### src/asf_map.svh
// register offsets, field positions and reset values of the status flag block
`ifndef ASF_MAP_SVH
`define ASF_MAP_SVH

// register addresses
`define ASF_ADDR_W 6
`define ASF_STATUS_ADDR 6'h01
`define ASF_MODE_ADDR 6'h02

// register width and reset values
`define ASF_REG_W 16
`define ASF_STATUS_RESET 16'h0540
`define ASF_MODE_RESET 16'h0510

// status field positions
`define ASF_ST_LOCK 15
`define ASF_ST_RESYNC 14
`define ASF_ST_REGMAP 13
`define ASF_ST_CRCERR 12
`define ASF_ST_CRCTYPE 11
`define ASF_ST_RESET 10
`define ASF_ST_WLEN_HI 9
`define ASF_ST_WLEN_LO 8
`define ASF_ST_FUSE 7
`define ASF_ST_HIGHSIDE 6
`define ASF_ST_CH0_READY 0

// mode field positions
`define ASF_MD_REGCRC 13
`define ASF_MD_RXCRC 12
`define ASF_MD_CRCTYPE 11
`define ASF_MD_RESET 10
`define ASF_MD_WLEN_HI 9
`define ASF_MD_WLEN_LO 8
`define ASF_MD_TIMEOUT 4
`define ASF_MD_DRDYHIZ 1
`define ASF_MD_DRDYFMT 0

// flag reset values
`define ASF_RESET_FLAG_INIT 1'b1
`define ASF_HIGHSIDE_INIT 1'b1

`endif

### src/asf_pkg.sv
// types shared by the status flag block
package asf_pkg;

   // commands handed over by the serial frame decoder
   typedef enum logic [2:0] {
      ASF_CMD_POLL = 3'b000,
      ASF_CMD_RDREG = 3'b001,
      ASF_CMD_WRREG = 3'b010,
      ASF_CMD_LOCK = 3'b011,
      ASF_CMD_UNLOCK = 3'b100,
      ASF_CMD_RESET = 3'b101
   } asf_cmd_type;

   // word length codes
   typedef enum logic [1:0] {
      ASF_WL_16 = 2'b00,
      ASF_WL_24 = 2'b01,
      ASF_WL_32_ZERO = 2'b10,
      ASF_WL_32_SIGN = 2'b11
   } asf_wlen_type;

endpackage

### src/asf_sync.sv
// two flip-flop synchroniser for levels from outside the clock domain
`timescale 1ns/10ps
module asf_sync (
   // clock and reset
   input wire logic clk_i,
   input wire logic rstn_i,
   input wire logic ce_i,
   // level in and out
   input wire logic async_i,
   input wire logic init_i,
   output logic sync_o
);

   logic meta_ff;
   logic sync_ff;

   // first stage feeds only the second stage; both reset to the caller's idle level
   always_ff @(posedge clk_i) begin
      if (!rstn_i) begin
         meta_ff <= init_i;
         sync_ff <= init_i;
      end else if (ce_i) begin
         meta_ff <= async_i;
         sync_ff <= meta_ff;
      end
   end

   // synchronised level out
   assign sync_o = sync_ff;

endmodule

### src/asf_flag.sv
// sticky flag cell, a set in the same cycle as a clear wins
`timescale 1ns/10ps
module asf_flag #(
   parameter logic INIT = 1'b0
) (
   // clock and reset
   input wire logic clk_i,
   input wire logic rstn_i,
   input wire logic ce_i,
   // set and clear
   input wire logic set_i,
   input wire logic clr_i,
   output logic flag_o
);

   logic flag_ff;
   logic nxt_flag;

   // set beats clear so no event is lost
   always_comb begin
      nxt_flag = flag_ff;
      if (clr_i) begin
         nxt_flag = 1'b0;
      end
      if (set_i) begin
         nxt_flag = 1'b1;
      end
   end

   // flag storage
   always_ff @(posedge clk_i) begin
      if (!rstn_i) begin
         flag_ff <= INIT;
      end else if (ce_i) begin
         flag_ff <= nxt_flag;
      end
   end

   assign flag_o = flag_ff;

endmodule

### src/asf_status_regs.sv
// status flags and mode register of the isolated converter
`timescale 1ns/10ps
`include "asf_map.svh"
module asf_status_regs
   import asf_pkg::*;
(
   // clock, reset and clock enable
   input wire logic clk_i,
   input wire logic rstn_i,
   input wire logic ce_i,
   // commands from the serial frame decoder
   input wire logic cmd_valid_i,
   input wire logic [2:0] cmd_code_i,
   input wire logic [`ASF_ADDR_W-1:0] cmd_addr_i,
   input wire logic [`ASF_REG_W-1:0] cmd_wdata_i,
   // read answer
   output logic rd_valid_o,
   output logic [`ASF_REG_W-1:0] rd_data_o,
   // on-chip events, same clock
   input wire logic resync_event_i,
   input wire logic regmap_crc_fault_i,
   input wire logic input_crc_error_i,
   input wire logic fuse_parity_fault_i,
   input wire logic chan0_new_data_i,
   input wire logic chan0_data_read_i,
   // faults from the isolated side, asynchronous levels
   input wire logic high_side_supply_fault_i,
   input wire logic isolation_link_error_i,
   // mode settings to the converter
   output logic reg_crc_en_o,
   output logic rx_crc_en_o,
   output logic crc_type_o,
   output logic [1:0] word_length_code_o,
   output logic timeout_en_o,
   output logic ready_pin_hiz_o,
   output logic ready_pin_pulse_o,
   // status flags to the converter
   output logic lock_flag_o,
   output logic resync_flag_o,
   output logic channel0_data_ready_flag_o
);

   // decoded command strobes
   logic cmd_poll;
   logic cmd_read;
   logic cmd_write;
   logic cmd_lock;
   logic cmd_unlock;
   logic cmd_reset;
   logic status_read;
   logic mode_write;

   // register state
   logic [`ASF_REG_W-1:0] mode_ff;
   logic [`ASF_REG_W-1:0] nxt_mode;
   logic lock_ff;
   logic [`ASF_REG_W-1:0] rd_data_ff;
   logic rd_valid_ff;

   // flags
   logic resync_flag;
   logic regmap_flag;
   logic crcerr_flag;
   logic reset_flag;
   logic fuse_flag;
   logic high_side_fault_flag;
   logic channel0_data_ready_flag;

   // synchronised isolated-side faults
   logic hs_supply_sync;
   logic hs_link_sync;
   logic [`ASF_REG_W-1:0] status_word;

   // true when a command of the given kind is presented
   function automatic logic is_cmd(input logic v, input logic [2:0] c, input asf_cmd_type k);
      is_cmd = v && (c == k);
   endfunction

   // command decode
   assign cmd_poll = is_cmd(cmd_valid_i, cmd_code_i, ASF_CMD_POLL);
   assign cmd_read = is_cmd(cmd_valid_i, cmd_code_i, ASF_CMD_RDREG);
   assign cmd_write = is_cmd(cmd_valid_i, cmd_code_i, ASF_CMD_WRREG);
   assign cmd_lock = is_cmd(cmd_valid_i, cmd_code_i, ASF_CMD_LOCK);
   assign cmd_unlock = is_cmd(cmd_valid_i, cmd_code_i, ASF_CMD_UNLOCK);
   assign cmd_reset = is_cmd(cmd_valid_i, cmd_code_i, ASF_CMD_RESET);

   // either way of reading status counts as a read
   assign status_read = cmd_poll || (cmd_read && (cmd_addr_i == `ASF_STATUS_ADDR));
   // writes only reach the mode address; status writes fall through
   assign mode_write = cmd_write && (cmd_addr_i == `ASF_MODE_ADDR);

   // isolated-side faults pass two flip-flops first
   asf_sync u_sync_supply (
      .clk_i(clk_i),
      .rstn_i(rstn_i),
      .ce_i(ce_i),
      .async_i(high_side_supply_fault_i),
      .init_i(1'b0),
      .sync_o(hs_supply_sync)
   );

   asf_sync u_sync_link (
      .clk_i(clk_i),
      .rstn_i(rstn_i),
      .ce_i(ce_i),
      .async_i(isolation_link_error_i),
      .init_i(1'b0),
      .sync_o(hs_link_sync)
   );

   // next mode value: a write stores all bits, reset command restores defaults
   always_comb begin
      nxt_mode = mode_ff;
      if (cmd_reset) begin
         nxt_mode = `ASF_MODE_RESET;
      end else if (mode_write) begin
         nxt_mode = cmd_wdata_i;
      end
   end

   // mode register
   always_ff @(posedge clk_i) begin
      if (!rstn_i) begin
         mode_ff <= `ASF_MODE_RESET;
      end else if (ce_i) begin
         mode_ff <= nxt_mode;
      end
   end

   // interface lock indicator
   always_ff @(posedge clk_i) begin
      if (!rstn_i) begin
         lock_ff <= 1'b0;
      end else if (ce_i) begin
         if (cmd_lock) begin
            lock_ff <= 1'b1;
         end else if (cmd_unlock || cmd_reset) begin
            lock_ff <= 1'b0;
         end
      end
   end

   // resynchronisation flag
   asf_flag #(.INIT(1'b0)) u_resync (
      .clk_i(clk_i),
      .rstn_i(rstn_i),
      .ce_i(ce_i),
      .set_i(resync_event_i),
      .clr_i(status_read || cmd_reset),
      .flag_o(resync_flag)
   );

   // register map CRC fault flag
   asf_flag #(.INIT(1'b0)) u_regmap (
      .clk_i(clk_i),
      .rstn_i(rstn_i),
      .ce_i(ce_i),
      .set_i(regmap_crc_fault_i),
      .clr_i(status_read || cmd_reset),
      .flag_o(regmap_flag)
   );

   // input CRC error flag
   asf_flag #(.INIT(1'b0)) u_crcerr (
      .clk_i(clk_i),
      .rstn_i(rstn_i),
      .ce_i(ce_i),
      .set_i(input_crc_error_i),
      .clr_i(status_read || cmd_reset),
      .flag_o(crcerr_flag)
   );

   // reset-occurred flag, cleared only by a mode write with the reset field at zero
   asf_flag #(.INIT(`ASF_RESET_FLAG_INIT)) u_reset (
      .clk_i(clk_i),
      .rstn_i(rstn_i),
      .ce_i(ce_i),
      .set_i(cmd_reset),
      .clr_i(mode_write && !cmd_wdata_i[`ASF_MD_RESET]),
      .flag_o(reset_flag)
   );

   // fuse fault flag; a persisting fault keeps setting it after a read
   asf_flag #(.INIT(1'b0)) u_fuse (
      .clk_i(clk_i),
      .rstn_i(rstn_i),
      .ce_i(ce_i),
      .set_i(fuse_parity_fault_i),
      .clr_i(status_read || cmd_reset),
      .flag_o(fuse_flag)
   );

   // high-side supply or isolation link fault flag
   asf_flag #(.INIT(`ASF_HIGHSIDE_INIT)) u_high_side (
      .clk_i(clk_i),
      .rstn_i(rstn_i),
      .ce_i(ce_i),
      .set_i(hs_supply_sync || hs_link_sync || cmd_reset),
      .clr_i(status_read),
      .flag_o(high_side_fault_flag)
   );

   // channel-0 data ready, dropped when the data are fetched
   asf_flag #(.INIT(1'b0)) u_channel0_data_ready_flag (
      .clk_i(clk_i),
      .rstn_i(rstn_i),
      .ce_i(ce_i),
      .set_i(chan0_new_data_i),
      .clr_i(chan0_data_read_i || cmd_reset),
      .flag_o(channel0_data_ready_flag)
   );

   // status word; reserved bits 5:1 read zero
   always_comb begin
      status_word = '0;
      status_word[`ASF_ST_LOCK] = lock_ff;
      status_word[`ASF_ST_RESYNC] = resync_flag;
      status_word[`ASF_ST_REGMAP] = regmap_flag;
      status_word[`ASF_ST_CRCERR] = crcerr_flag;
      status_word[`ASF_ST_CRCTYPE] = mode_ff[`ASF_MD_CRCTYPE];
      status_word[`ASF_ST_RESET] = reset_flag;
      status_word[`ASF_ST_WLEN_HI] = mode_ff[`ASF_MD_WLEN_HI];
      status_word[`ASF_ST_WLEN_LO] = mode_ff[`ASF_MD_WLEN_LO];
      status_word[`ASF_ST_FUSE] = fuse_flag;
      status_word[`ASF_ST_HIGHSIDE] = high_side_fault_flag;
      status_word[`ASF_ST_CH0_READY] = channel0_data_ready_flag;
   end

   // read answer, registered; value is the one before any clear
   always_ff @(posedge clk_i) begin
      if (!rstn_i) begin
         rd_data_ff <= `ASF_STATUS_RESET;
         rd_valid_ff <= 1'b0;
      end else if (ce_i) begin
         rd_valid_ff <= cmd_poll || cmd_read;
         if (status_read) begin
            rd_data_ff <= status_word;
         end else if (cmd_read && (cmd_addr_i == `ASF_MODE_ADDR)) begin
            // mode reset field mirrors the reset-occurred flag
            rd_data_ff <= {mode_ff[15:11], reset_flag, mode_ff[9:0]};
         end else if (cmd_read) begin
            rd_data_ff <= '0;
         end
      end
   end

   // outputs
   assign rd_valid_o = rd_valid_ff;
   assign rd_data_o = rd_data_ff;
   assign reg_crc_en_o = mode_ff[`ASF_MD_REGCRC];
   assign rx_crc_en_o = mode_ff[`ASF_MD_RXCRC];
   assign crc_type_o = mode_ff[`ASF_MD_CRCTYPE];
   assign word_length_code_o = mode_ff[`ASF_MD_WLEN_HI:`ASF_MD_WLEN_LO];
   assign timeout_en_o = mode_ff[`ASF_MD_TIMEOUT];
   assign ready_pin_hiz_o = mode_ff[`ASF_MD_DRDYHIZ];
   assign ready_pin_pulse_o = mode_ff[`ASF_MD_DRDYFMT];
   assign lock_flag_o = lock_ff;
   assign resync_flag_o = resync_flag;
   assign channel0_data_ready_flag_o = channel0_data_ready_flag;

endmodule

### config.mk
export PLATFORM = sky130hd
export DESIGN_NAME = asf_status_regs
export DESIGN_NICKNAME = d
export VERILOG_FILES = /design/src/asf_pkg.sv /design/src/asf_sync.sv /design/src/asf_flag.sv /design/src/asf_status_regs.sv
export VERILOG_INCLUDE_DIRS = /design/src
export SDC_FILE = /design/constraint.sdc
export NUM_CORES = 1
export LEC_CHECK = 0
export BUFFER_PORTS_ARGS = -buffer_cell sky130_fd_sc_hd__buf_2
export CELL_PAD_IN_SITES_DETAIL_PLACEMENT = 1
export CELL_PAD_IN_SITES_GLOBAL_PLACEMENT = 1
export CORE_UTILIZATION = 35
export DETAILED_ROUTE_END_ITERATION = 8
export GPL_TIMING_DRIVEN = 0
export PLACE_DENSITY_LB_ADDON = 0.2
export SYNTH_ARGS = -nofsm -noshare
export SYNTH_HDL_FRONTEND = slang
export SYNTH_SLANG_ARGS = --single-unit
### constraint.sdc
create_clock -name clk_i -period 1.5 [get_ports clk_i]
set_input_delay 0.075 -clock clk_i [delete_from_list [all_inputs] [get_ports clk_i]]
set_output_delay 0.075 -clock clk_i [all_outputs]
set_load 0.03 [all_outputs]
==> out/metrics.csv, run 1 <==
metric,value,unit
ranking of synthesized cells by area,"dfxtp_1, nand2_1, mux2i_1",
Die X,72.1,um
sequential fraction of the synthesis area,51.2,%
Tcrit/Tclk final,88.9,%
FP Rows,25,
unrepaired setup endpoints after global routing,false,
setup tns final,0,ns
number of global-route vias before repair,1596,
Synth Cell Area,0.00172,sq mm
share of layout cells above drive strength 1,33.1,%
Max Fclk,750,MHz
Final Skew,0.00956,ns
"area leader, netlist",dfxtp_1,
DRC,0,
FF-to-FF End,rd_data_o[6],
reg2reg setup slack,0.65,ns
final core utilization,50.1,%
Syn Area/Cell,10.0,sq um
gpl congestion,0.740,
Synth Warn #,0,
violations in the final reports,hold timing,
wire length per cell,14.8,um
Initial Util,36.4,%
Cell variety after synth,41,
CTS tree,done,
setup slack after layout,0.167,ns
antenna fix cells,0,
I/O pin total,65,
leakage power,0.997,nW
most frequent cell after synthesis,dfxtp_1,
"EDFF count, synth",0,
Area growth syn-to-layout,37.6,%
CTS H-tree lvls,2,
critical path endpoint category,flop,
Die Ht,72.1,um
CP required,1.72,ns
GRT overflow,0,
fin crit period,1.33,ns
cells after synthesis,172,
post-route cell area,0.00236,sq mm
DRT Pass-1 Iters,4,
Tightest Pin Transition,0.703,ns
die area,0.00520,sq mm
pre-CTS setup slack,-0.117,ns
Yosys reg bits,44,
initial drt markers,106,
reg2reg path depth,2,
CP Max Fanout,6,
# clock sinks,44,
CP arrival,1.56,ns
Finished Layout Cells,324,
Post-Syn Nets,209,
Pwr per Cell Area,987,mW/mm^2
vias,1632,
Peak VDD IR,553,uV
CTS resizes,0,
slowest cell on the critical path,or4_4,
HP Class,input pin to flop,
CP peak stage delay,0.60,ns
"Cell Chain, Critical Path",buf_2 > or4_4 > nor3_1 > nand2_1 > o221ai_1,
Worst slew margin,52.8,%
DP Area,0.00212,sq mm
Critical Path Source Type,input pin,
Buffers & Inverters on Critical Path,1,
clock transition at the registers of the reported paths,0.09,ns
core area,0.00472,sq mm
worst r2r src,u_high_side.flag_o,
dpl cells,303,
top post-synthesis cells by count,"dfxtp_1, nand2_1, nor2_1",
largest net degree at the start of global routing,15,
setup violators final,0,
Max Root-Sink Buffers,2,
Critical Path Source,cmd_addr_i[3],
crit path kind,input pin to flop,
WP depth,5,
Synth top area share,51.2,%
Final HPWL DP,3360,um
final net count,293,
Root Driver,clkbuf_8,
status,finished with violations,
final WL,4790,um
max-slew violation count,0,
Worst Setup EP,rd_data_o[0],
"CP delay by family, top",simple AND/OR/NAND/NOR gates,
Antenna Nets Post-Route,0,
GRT Util Overall,19.4,%
Max Cap Viol,0,
Skew-Pair Late Insertion Delay,0.30,ns
first-pass GRT wire length,7720,um
TritonCTS Buffers,5,
initial antenna violation count,0,
post-CTS setup buffer count,0,
worst hold slack,-0.00233,ns
Final Hold Viols,1,
post-DR vias/cell,5.04,
asr flop ratio synth,0,%
Buffers on Ports,64,
Synth Flop Type,dfxtp_1,
-- worst min-delay path by stage --
stage / startpoint / end / slack (ns) / cells past startpoint
after global placement: cmd_wdata_i[13] / mode_ff[13] / 0.28 / 2
after floorplan: cmd_wdata_i[0] / mode_ff[0] / 0.19 / 1
after CTS: cmd_wdata_i[4] / mode_ff[4] / 0.0001 / 3
final: cmd_wdata_i[4] / mode_ff[4] / -0.002 / 3
after global routing: high_side_supply_fault_i / u_sync_supply.meta_ff / 0.003 / 3
after detailed placement: cmd_wdata_i[12] / mode_ff[12] / 0.28 / 2
-- cell families (layout without fill, tap and decap cells) --
kind of cell	count (synthesis)	in the layout	synth area share, %
buffers and inverters	16	101	4.37
AOI/OAI and AO/OA	45	45	21.0
DFF	44	44	51.2
muxes	6	6	3.49
and+or+nand+nor	60	60	19.4
xor gates and xnor gates	1	1	0.510
-- worst register-to-register path, delay by kind of cell (launching register included) --
family	cells	cell delay [ns]
AOI/OAI and AO/OA	2	0.39
DFF	1	0.32
-- layer usage --
metal	share of wire (%)	GRT usage (%)	vias to the layer above
met5	0	0	-
met3	5.3	5.00	7
met2	45	30.4	49
met4	1.4	6.54	0
met1	49	26.1	777
li1	-	-	799
-- flip-flops by register name, summed over array words and instances, names as in the netlist --
| name | cells |
|---|---|
| rd_valid_o | 1 |
| u_reset.flag_o | 1 |
| lock_flag_o | 1 |
| mode_ff | 15 |
| u_channel0_data_ready_flag.flag_o | 1 |
| u_sync_link.sync_o | 1 |
| u_sync_link.meta_ff | 1 |
| u_high_side.flag_o | 1 |
| u_sync_supply.meta_ff | 1 |
| u_crcerr.flag_o | 1 |
| u_resync.flag_o | 1 |
| rd_data_o | 16 |
| u_sync_supply.sync_o | 1 |
| u_fuse.flag_o | 1 |
| u_regmap.flag_o | 1 |
-- layout by cell type, fill, tap and decap left out, drive strengths merged, types with 2 or more instances in the layout --
| cell | count |
|---|---|
| a22oi | 5 |
| dlygate4sd3 | 13 |
| o221ai | 6 |
| o2bb2ai | 6 |
| clkbuf | 10 |
| nand4 | 2 |
| inv | 7 |
| and2 | 3 |
| o21ai | 7 |
| nand2b | 2 |
| a22o | 7 |
| nand3 | 3 |
| a21oi | 4 |
| nor3 | 4 |
| a32o | 4 |
| mux2i | 6 |
| buf | 67 |
| a221o | 2 |
| nand2 | 22 |
| nor4 | 3 |
| dfxtp | 44 |
| nor2 | 13 |
| clkinv | 2 |
-- area by class of cell --
cell class	instances	area, sq um
plain buffers	8	45.0
clock buffers	5	68.8
clock inverters	3	42.5
fillers	569	2360
inverters	8	30.0
multi-input cells	112	763
flip-flops and latches	44	881
well taps	67	83.8
repair buffers	77	450
-- through the flow --
step	hold slack [ns]	power (mW)
2_1_floorplan	0.192	1.33
3_3_place_gp	0.277	1.42
3_5_place_dp	0.280	1.42
4_1_cts	0.000113	2.34
5_1_grt	0.00273	2.42
6_report	-0.00233	2.33
-- report_power, final --
group | switching [mW] | internal, mW | total (mW)
Sequential | 0.0121 | 1.19 | 1.20
Combinational | 0.122 | 0.0983 | 0.221
Clock | 0.419 | 0.493 | 0.912
-- timing repair --
| item | CTS | global route |
|---|---|---|
| endpoints found under the setup margin | 0 | 0 |
| hold buffers | 13 | 0 |
| hold endpoints to repair | 13 | 0 |
Power figures use the tool's default switching activity.
==> run 2, diff against run 1 <==
BUFFER_PORTS_ARGS = -buffer_cell sky130_fd_sc_hd__buf_4   (was -buffer_cell sky130_fd_sc_hd__buf_2)
==> run 2 against run 1 <==
  * The flow now finishes without violations
  * Sequential power about the same
  * Non-clock buffer count stayed put
  * Critical path depth did not move
  * Final cell count down 0.31%
  * Clock skew shrank 0.0085 ns
  * Core utilization rose by 3.1 points
  * Wire length decreased by 0.46%
  * Clock power shrank 15%
  * Highest routed layer unchanged
==> out/metrics.csv, run 2 (synthesis results as in run 1) <==
metric,value,unit
max reg flops,16,
Critical Path Source Type,input pin,
# clock sinks,44,
Final Hold Viols,0,
CP peak stage delay,0.59,ns
GRT overflow,0,
first-pass GRT wire length,7620,um
Area growth syn-to-layout,46.0,%
Final HPWL DP,3370,um
number of global-route vias before repair,1549,
clock transition at the registers of the reported paths,0.07,ns
Net Sw Frac,22.6,%
wire length per cell,14.8,um
Die X,72.1,um
P_sw,0.503,mW
Tcrit/Tclk final,90.0,%
TritonCTS Buffers,5,
FP Rows,25,
Max Fclk,741,MHz
unrepaired setup endpoints after global routing,false,
I/O pin total,65,
Clk pwr share,34.8,%
gpl congestion,0.777,
die area,0.00520,sq mm
P_int,1.73,mW
post-CTS setup buffer count,0,
initial antenna violation count,0,
total power,2.23,mW
Root Driver,clkbuf_8,
final WL,4770,um
register area,881,sq um
post-route cell area,0.00251,sq mm
worst hold slack,0.00247,ns
Pwr per Cell Area,889,mW/mm^2
DP Area,0.00228,sq mm
Buffers on Ports,64,
crit path kind,input pin to flop,
Layout fillers,565,
Die Ht,72.1,um
setup violators final,0,
vias,1625,
Max Root-Sink Buffers,2,
share of layout cells above drive strength 1,32.8,%
Buffers & Inverters on Critical Path,1,
CP required,1.70,ns
max-slew violation count,0,
DRT Pass-1 Iters,4,
CTS H-tree lvls,2,
post-DR vias/cell,5.03,
leakage power,1.03,nW
dpl cells,303,
antenna fix cells,0,
setup tns final,0,ns
Max Cap Viol,0,
final core utilization,53.1,%
CTS tree,done,
largest net degree at the start of global routing,13,
Peak VDD IR,560,uV
Logic pwr share,11.3,%
Finished Layout Cells,323,
Sequential Power Share,53.8,%
"CP delay by family, top",simple AND/OR/NAND/NOR gates,
initial drt markers,55,
HP Class,input pin to flop,
Skew-Pair Late Insertion Delay,0.29,ns
CP arrival,1.55,ns
fin crit period,1.35,ns
Final Skew,0.00107,ns
area of the multi-input gates,763,sq um
GRT Util Overall,19.3,%
Antenna Nets Post-Route,0,
slowest cell on the critical path,or4_4,
CP Max Fanout,6,
Tightest Pin Transition,0.718,ns
status,"finished, final reports clean",
critical path endpoint category,flop,
DRC,0,
setup slack after layout,0.150,ns
final net count,293,
pre-CTS setup slack,-0.173,ns
core area,0.00472,sq mm
Worst slew margin,51.9,%
"Cell Chain, Critical Path",buf_4 > or4_4 > o21ai_2 > nand3_1 > o221ai_1,
Initial Util,36.4,%
"commonest non-fill, non-tap cell in the layout",buf_4,
most frequent cells in the layout,"buf_4, dfxtp_1, nand2_1, nor2_1, dlygate4sd3_1",
==> run 2: cell types whose count changed in the layout (fill, tap and decap cells not counted) <==
cell and delta:
buf_4 +64, clkinv_2 -1, buf_2 -64, clkbuf_8 +2, clkinvlp_4 -1, bufinv_16 -1
==> run 2: what timing repair did <==
| action | in CTS | in global routing |
|---|---|---|
| endpoints found under the hold margin | 13 | 0 |
| hold buffers | 13 | 0 |
| resized for setup | 0 | 0 |
==> run 2: path summary, 6_finish.rpt <==
check,from,to,slack [ns],cells past startpoint
worst max-delay path,cmd_addr_i[3],rd_data_o[12],0.15,5
worst min-delay path,cmd_wdata_i[8],mode_ff[8],0.002,3
worst max register to register,mode_ff[6],rd_data_o[6],0.65,2
worst min register to register,rd_data_o[11],rd_data_o[11],0.45,2
==> run 2: power groups by stage <==
stage	logic [mW]	clock network, mW	registers [mW]
4_1_cts	0.254	0.801	1.20
3_3_place_gp	0.222	0	1.23
5_1_grt	0.274	0.852	1.20
6_report	0.253	0.777	1.20
3_5_place_dp	0.226	0	1.23
2_1_floorplan	0.0819	0	1.24
==> run 2: worst reg2reg max path: stages, from the launching register on <==
cell,delay (ns)
dfxtp_1,0.32
a221oi_1,0.27
o21ai_0,0.12
==> run 2: final cells by class <==
type	instances	area share, %
Tap cell	67	3.34
Clock buffer	7	3.84
Multi-Input combinational cell	112	30.4
Inverter	8	1.20
Buffer	8	1.79
Sequential cell	44	35.1
Timing Repair Buffer	77	24.3
==> run 2: routing by layer <==
layer  track usage (%)  vias up  share of wire [%]
li1                  -      801                  -
met1              25.7      776                 47
met2              30.7       42                 48
met3              4.31        6                4.0
met4              6.54        0                1.4
met5                 0        -                  0
